<file path="src/design/sram_host_pkg.sv">
// Functional notes
// - A write happens only while chip select and write strobe overlap low.
// - Host holds write strobe high throughout a read cycle.
// - Address is valid no later than chip select falling in a read.
// - Chip select low at least 75 or 100 ns before write end.
// - Address valid at least 75 or 100 ns before write end.
// - Active write lasts at least 65 or 85 ns.
// - Recovery of 5 ns after strobe or 15 ns after chip select.
// - Write data valid at least 35 or 45 ns before write end.
`default_nettype none
package sram_host_pkg;
   localparam int ADDR_W   = 17;
   localparam int DATA_W   = 16;
   localparam int CLK_NS   = 10;
   localparam int CNT_W    = 5;
   // Times in ns, fast grade then slow grade
   localparam int T_RC_F   = 85;
   localparam int T_RC_S   = 120;
   localparam int T_ACE_F  = 85;
   localparam int T_ACE_S  = 120;
   localparam int T_CHZ_F  = 35;
   localparam int T_CHZ_S  = 45;
   localparam int T_WP_F   = 65;
   localparam int T_WP_S   = 85;
   localparam int T_CW_F   = 75;
   localparam int T_CW_S   = 100;
   localparam int T_WR2    = 15;
   // Least times round up; the host adds two cycles of input sampling margin on reads
   function automatic logic [CNT_W-1:0] cyc_up(input int ns);
      cyc_up = CNT_W'((ns + CLK_NS - 1) / CLK_NS);
   endfunction : cyc_up
   localparam logic [CNT_W-1:0] N_SETTLE = 5'h01;
endpackage : sram_host_pkg
`default_nettype wire

</file>
<file path="src/design/sram_host.sv">
`timescale 1ns/1ns
`default_nettype none
module sram_host #(
   parameter bit SLOW_GRADE = 1'b0
) (
   input  wire logic                               i_clk,
   input  wire logic                               i_rstn,
   input  wire logic                               i_req,
   input  wire logic                               i_we,
   input  wire logic [sram_host_pkg::ADDR_W-1:0]   i_addr,
   input  wire logic [sram_host_pkg::DATA_W-1:0]   i_wdata,
   output logic                                    o_ready,
   output logic                                    o_done,
   output logic      [sram_host_pkg::DATA_W-1:0]   o_rdata,
   output logic      [sram_host_pkg::ADDR_W-1:0]   o_sram_addr,
   output logic                                    o_sram_cs_n,
   output logic                                    o_sram_we_n,
   output logic                                    o_sram_oe_n,
   input  wire logic [sram_host_pkg::DATA_W-1:0]   i_sram_dq,
   output logic      [sram_host_pkg::DATA_W-1:0]   o_sram_dq,
   output logic                                    o_sram_dq_oe
);
   // ************************************************
   // Timing selected by grade
   // ************************************************
   localparam int CNT_W = sram_host_pkg::CNT_W;
   // Read access padded two cycles for the data pin synchroniser
   localparam logic [CNT_W-1:0] N_ACC = sram_host_pkg::cyc_up(SLOW_GRADE ?
      sram_host_pkg::T_ACE_S : sram_host_pkg::T_ACE_F) + CNT_W'(2);
   localparam logic [CNT_W-1:0] N_CHZ = sram_host_pkg::cyc_up(SLOW_GRADE ?
      sram_host_pkg::T_CHZ_S : sram_host_pkg::T_CHZ_F);

   // Pulse covers the longer of strobe width and select-to-end
   localparam int WP_NS = SLOW_GRADE ? sram_host_pkg::T_WP_S : sram_host_pkg::T_WP_F;
   localparam int CW_NS = SLOW_GRADE ? sram_host_pkg::T_CW_S : sram_host_pkg::T_CW_F;
   localparam logic [CNT_W-1:0] N_WR = sram_host_pkg::cyc_up(WP_NS > CW_NS ? WP_NS : CW_NS);
   // Recovery reckoned from select rising, the longer of the two
   localparam logic [CNT_W-1:0] N_REC = sram_host_pkg::cyc_up(sram_host_pkg::T_WR2);
   localparam logic [CNT_W-1:0] N_RC = sram_host_pkg::cyc_up(SLOW_GRADE ?
      sram_host_pkg::T_RC_S : sram_host_pkg::T_RC_F);

   // ************************************************
   // Reset release and data pin sampling
   // ************************************************
   logic [1:0]                         rst_sync;
   logic                               rstn;
   logic [sram_host_pkg::DATA_W-1:0]   dq_meta;
   logic [sram_host_pkg::DATA_W-1:0]   dq_sync;

   // Release ripples through two flops so no register sees a ragged edge
   always_ff @(posedge i_clk or negedge i_rstn) begin
      if (!i_rstn) begin
         rst_sync <= 2'h0;
      end else begin
         rst_sync <= {rst_sync[0], 1'b1};
      end
   end
   assign rstn = rst_sync[1];

   // Data pins belong to no clock; two flops before any logic
   always_ff @(posedge i_clk or negedge rstn) begin
      if (!rstn) begin
         dq_meta <= 16'h0000;
         dq_sync <= 16'h0000;
      end else begin
         dq_meta <= i_sram_dq;
         dq_sync <= dq_meta;
      end
   end

   // ************************************************
   // Cycle sequencer
   // ************************************************
   typedef enum logic [2:0] {
      ST_IDLE  = 3'b000,
      ST_SETUP = 3'b001,
      ST_READ  = 3'b010,
      ST_WRITE = 3'b011,
      ST_REC   = 3'b100,
      ST_GAP   = 3'b101
   } state_e;

   state_e                             state;
   state_e                             next_state;
   logic [CNT_W-1:0]                   cnt;
   logic [CNT_W-1:0]                   next_cnt;
   logic                               is_write;
   logic                               cnt_zero;
   logic                               take;

   assign cnt_zero = (cnt == 5'h00);
   // Not ready until the internal reset has left, so no request is lost in it
   assign o_ready  = (state == ST_IDLE) && rstn;
   assign take     = o_ready && i_req;

   always_comb begin
      next_state = state;
      // Counter parks at zero rather than wrapping
      next_cnt   = cnt_zero ? cnt : cnt - 5'h01;
      case (state)
         ST_IDLE: begin
            if (i_req) begin
               next_state = ST_SETUP;
               next_cnt   = sram_host_pkg::N_SETTLE;
            end
         end
         // Address settles with both strobes high
         ST_SETUP: begin
            if (cnt_zero) begin
               next_state = is_write ? ST_WRITE : ST_READ;
               next_cnt   = is_write ? N_WR : N_ACC;
            end
         end
         // Select and gate held low for the full access
         ST_READ: begin
            if (cnt_zero) begin
               next_state = ST_GAP;
               next_cnt   = N_CHZ;
            end
         end
         // Pulse covers write pulse, select and address-to-end minimums
         ST_WRITE: begin
            if (cnt_zero) begin
               next_state = ST_REC;
               next_cnt   = N_REC;
            end
         end
         // Data held past the strobes so the word lands cleanly
         ST_REC: begin
            if (cnt_zero) begin
               next_state = ST_GAP;
               next_cnt   = N_RC;
            end
         end
         // Device float time and cycle spacing before next access
         ST_GAP: begin
            if (cnt_zero) begin
               next_state = ST_IDLE;
            end
         end
         default: begin
            next_state = ST_IDLE;
            next_cnt   = 5'h00;
         end
      endcase
   end

   always_ff @(posedge i_clk or negedge rstn) begin
      if (!rstn) begin
         state <= ST_IDLE;
         cnt   <= 5'h00;
      end else begin
         state <= next_state;
         cnt   <= next_cnt;
      end
   end

   // ************************************************
   // Pin drivers, all registered
   // ************************************************
   logic                               rd_end;
   logic                               wr_end;
   logic                               sel_rd;
   logic                               sel_wr;
   logic                               next_cs_n;
   logic                               next_we_n;
   logic                               next_oe_n;
   logic                               next_dq_oe;

   assign rd_end     = (state == ST_READ) && cnt_zero;
   assign wr_end     = (state == ST_REC) && cnt_zero;
   // Strobe states decoded from the next state so pins move with it
   assign sel_rd     = (next_state == ST_READ);
   assign sel_wr     = (next_state == ST_WRITE);
   // Select and strobe share one edge, so the write spans exactly their overlap
   assign next_cs_n  = !(sel_rd || sel_wr);
   // Strobe stays high on reads
   assign next_we_n  = !sel_wr;
   // Gate off in writes so the device never fights the host
   assign next_oe_n  = !sel_rd;
   // Data driven through the pulse, held in recovery and released after
   assign next_dq_oe = sel_wr || (next_state == ST_REC);

   // Address and data change only while deselected
   always_ff @(posedge i_clk or negedge rstn) begin
      if (!rstn) begin
         is_write    <= 1'b0;
         o_sram_addr <= 17'h00000;
         o_sram_dq   <= 16'h0000;
      end else if (take) begin
         is_write    <= i_we;
         o_sram_addr <= i_addr;
         o_sram_dq   <= i_wdata;
      end
   end

   always_ff @(posedge i_clk or negedge rstn) begin
      if (!rstn) begin
         o_sram_cs_n  <= 1'b1;
         o_sram_we_n  <= 1'b1;
         o_sram_oe_n  <= 1'b1;
         o_sram_dq_oe <= 1'b0;
      end else begin
         o_sram_cs_n  <= next_cs_n;
         o_sram_we_n  <= next_we_n;
         o_sram_oe_n  <= next_oe_n;
         o_sram_dq_oe <= next_dq_oe;
      end
   end

   // Capture after full access time plus sync delay
   always_ff @(posedge i_clk or negedge rstn) begin
      if (!rstn) begin
         o_rdata <= 16'h0000;
         o_done  <= 1'b0;
      end else begin
         o_done <= rd_end || wr_end;
         if (rd_end) begin
            o_rdata <= dq_sync;
         end
      end
   end
endmodule : sram_host
`default_nettype wire

</file>
<file path="config.mk">
export PLATFORM = sky130hd
export DESIGN_NAME = sram_host
export DESIGN_NICKNAME = d
export VERILOG_FILES = /design/src/design/sram_host_pkg.sv /design/src/design/sram_host.sv
export SDC_FILE = /design/constraint.sdc
export NUM_CORES = 1
export LEC_CHECK = 0
export BUFFER_PORTS_ARGS = -buffer_cell sky130_fd_sc_hd__clkbuf_2
export CAP_MARGIN = 10
export CELL_PAD_IN_SITES_DETAIL_PLACEMENT = 1
export CELL_PAD_IN_SITES_GLOBAL_PLACEMENT = 2
export CORE_MARGIN = 2
export CORE_UTILIZATION = 30
export CTS_BUF_LIST = sky130_fd_sc_hd__clkbuf_8
export CTS_CLUSTER_DIAMETER = 80
export DETAILED_ROUTE_END_ITERATION = 10
export HOLD_SLACK_MARGIN = 0.12
export MAX_ROUTING_LAYER = met4
export PLACE_DENSITY_LB_ADDON = 0.1
export SYNTH_ARGS = -nofsm -noshare
export SYNTH_HDL_FRONTEND = slang
export SYNTH_SLANG_ARGS = --single-unit
</file>
<file path="constraint.sdc">
create_clock -name i_clk -period 4.45 [get_ports i_clk]
set_input_delay 0.89 -clock i_clk [delete_from_list [all_inputs] [get_ports i_clk]]
set_output_delay 0.89 -clock i_clk [all_outputs]
set_load 0.02 [all_outputs]
</file>
==> results.tsv <==
metric	value	unit
status	finished clean	
Post-CTS Setup Bufs	0	
GRT Total Usage	0.125	
critical path arrival	1.67	ns
RR Startpoint	cnt[0]	
minimum clock period	2.56	ns
Post-synth EDFFs	0	
Worst-Margin Slew	0.827	ns
Setup CP Type	reg -> out	
Required @ worst endpoint	3.56	ns
sequential share of the synthesized area	0.702	
CTS Buf Count	9	
CP startpoint	state[2]	
TritonCTS clock tree	done	
die width	111	µm
DR vias/cell	4.40	
global-route wire length before repair	11600	µm
WL per Instance	14.9	µm
final cell count without fillers	474	
cts hold-fix bufs	0	
skew final	0.00821	ns
via count	2085	
Synthesized Nets	271	
RSZ-0062 raised after global routing	false	
placed cell count	458	
Cell Pwr Density	636	nW/µm²
Routed WL	7080	µm
chip height	111	µm
Sequential Power Share	0.462	
CTS clock-pin slew for the worst setup and hold paths	0.10	ns
CP Cell Sequence	nor2_1, and3_1, clkbuf_2	
Sw Share	0.353	
buffers added on ports	107	
async set-reset flop share out of synthesis	1.00	
Slew Viols, Final	0	
total of fill cells in the finished design	1233	
placed inst area	4140	µm²
gr ovfl total	0	
final hold slack	0.289	ns
Nets	382	
Clock power frac	0.211	
critical-path maximum fanout	15	
DIE AREA	12400	µm²
Startpoint Class	flop	
Core Area	11300	µm²
Design Power	2.76	mW
Synth Register Bits	97	
final hold violation count	0	
post-synthesis cell area	3460	µm²
drt pass-1 iters	4	
clk buf depth	2	
max incr delay on CP	0.54	ns
drt drc	0	
Peak Freq	390	MHz
CTS resizes	0	
P_int	1.79	mW
Top Ports	108	
post-route setup TNS	0	ns
Syn-to-layout area delta	25.5	%
clk_lat worst skew	0.36	ns
hpwl dp	4950	µm
Ys Warns	0	
Pleak	2.20	nW
combinational power share	0.327	
final setup fails	0	
CP bufs+invs	1	
initial DRC count	56	
Antenna Nets Post-Route	0	
CP max-delay cell	dfrtp_1	
synth unique cells	39	
initial antenna violation count	0	
Avg Cell Area, Syn	16.1	µm²
floorplan row count	39	
Design Area, Final	4350	µm²
H-tree Lvls	3	
Initial Utilization	0.306	
Setup crit end kind	output pin	
routability congestion estimate	0.716	
Ant. Diodes	0	
cell family with most CP delay	simple AND/OR/NAND/NOR gates	
largest net degree at the start of global routing	60	
Cells after Synth	215	
Post-synth top flop	dfrtp_1	
CTS sink cnt	97	
layout cell share with drive strength beyond 1	0.562	
vias in the first global route	2269	
multi-input logic area	955	µm²
sw power	0.975	mW
maximum VDD drop	0.282	mV
Hold Crit Class	reg -> async	
max_cap viols	0	
slew margin rel.	0.446	
period utilisation layout	0.576	
Root Buffer	clkbuf_8	
FF+latch area	2430	µm²
-- routing by layer --
layer,up-vias,global-route usage,wire (µm)
li1,962,-,-
met1,1070,0.151,3080
met2,42,0.191,3560
met3,11,0.0332,294
met4,0,0.0667,143
met5,-,-,0
-- placed cells by master, fill, tap and decap left out, types with 2 or more instances in the layout --
master / instances
a21oi_1: 2
a221o_1: 2
and3_1: 2
clkbuf_2: 107
clkbuf_8: 10
clkinvlp_4: 3
dfrtp_1: 93
dfstp_2: 3
ha_1: 3
inv_1: 7
mux2_2: 52
nand2_1: 3
nand2b_1: 4
nor2_1: 4
nor2b_1: 2
o211ai_1: 2
o21ai_0: 6
-- kinds of logic after synthesis --
logic type,count (synthesis),share of synthesized area
buffers and inverters,16,0.0220
and+or+nand+nor,21,0.0383
xor gates and xnor gates,2,0.00506
DFF,97,0.702
muxes,53,0.173
AOI/OAI and AO/OA,22,0.0470
other,1,0.00108
adders and majority gates,3,0.0108
-- sequential cells by signal, indices dropped and copies added (netlist names), 2 cells and up --
register     count
o_sram_dq       16
o_sram_addr     17
dq_sync         16
state            3
dq_meta         16
cnt              5
o_rdata         16
rst_sync         2
-- final cells by class --
cell class / instances / area share
flip-flops and latches: 97 / 0.560
multi-input cells: 102 / 0.220
repair buffers: 108 / 0.125
well taps: 143 / 0.0412
clock buffers: 10 / 0.0317
clock inverters: 6 / 0.0153
inverters: 8 / 0.00691
-- synth_stat cells (2+ instances only) --
master / number / share of area
nand2_1: 3 / 0.0033
dfrtp_1: 94 / 0.68
o211ai_1: 2 / 0.0043
buf_2: 4 / 0.0058
and3_1: 2 / 0.0036
ha_1: 3 / 0.011
clkbuf_1: 2 / 0.0022
nand2b_1: 4 / 0.0072
a21oi_1: 2 / 0.0029
dfstp_2: 3 / 0.023
mux2_2: 52 / 0.17
nor2_1: 4 / 0.0043
nor2b_1: 2 / 0.0036
a221o_1: 2 / 0.0058
o21ai_0: 6 / 0.0087
inv_1: 7 / 0.0076
-- metrics by stage --
| stage | worst slack (ns) | utilization |
|---|---|---|
| 2_1_floorplan | 0.644 | - |
| 3_3_place_gp | 2.05 | 0.366 |
| 3_5_place_dp | 2.03 | 0.366 |
| 4_1_cts | 1.86 | 0.384 |
| 5_1_grt | 1.79 | 0.384 |
| 6_report | 1.89 | 0.384 |
-- power groups by stage --
stage / registers [mW] / logic [mW] / clock network [mW]
after CTS: 1.28 / 0.922 / 0.611
after detailed placement: 1.30 / 0.917 / 0
after global placement: 1.29 / 0.915 / 0
final: 1.28 / 0.903 / 0.584
after global routing: 1.32 / 0.983 / 0.642
after floorplan: 1.49 / 0.411 / 0
-- final timing paths --
path / to / slack [ns] / cells past startpoint
min in group i_clk: dq_sync[5] / 0.34 / 0
worst min register to register: dq_sync[5] / 0.29 / 0
worst max-delay path: o_ready / 1.89 / 3
max in group asynchronous: o_sram_dq[11] / 2.96 / 1
worst max register to register: o_rdata[0] / 2.06 / 5
worst min-delay path: dq_sync[5] / 0.29 / 0
No activity file was read; power rests on OpenSTA's default activity.
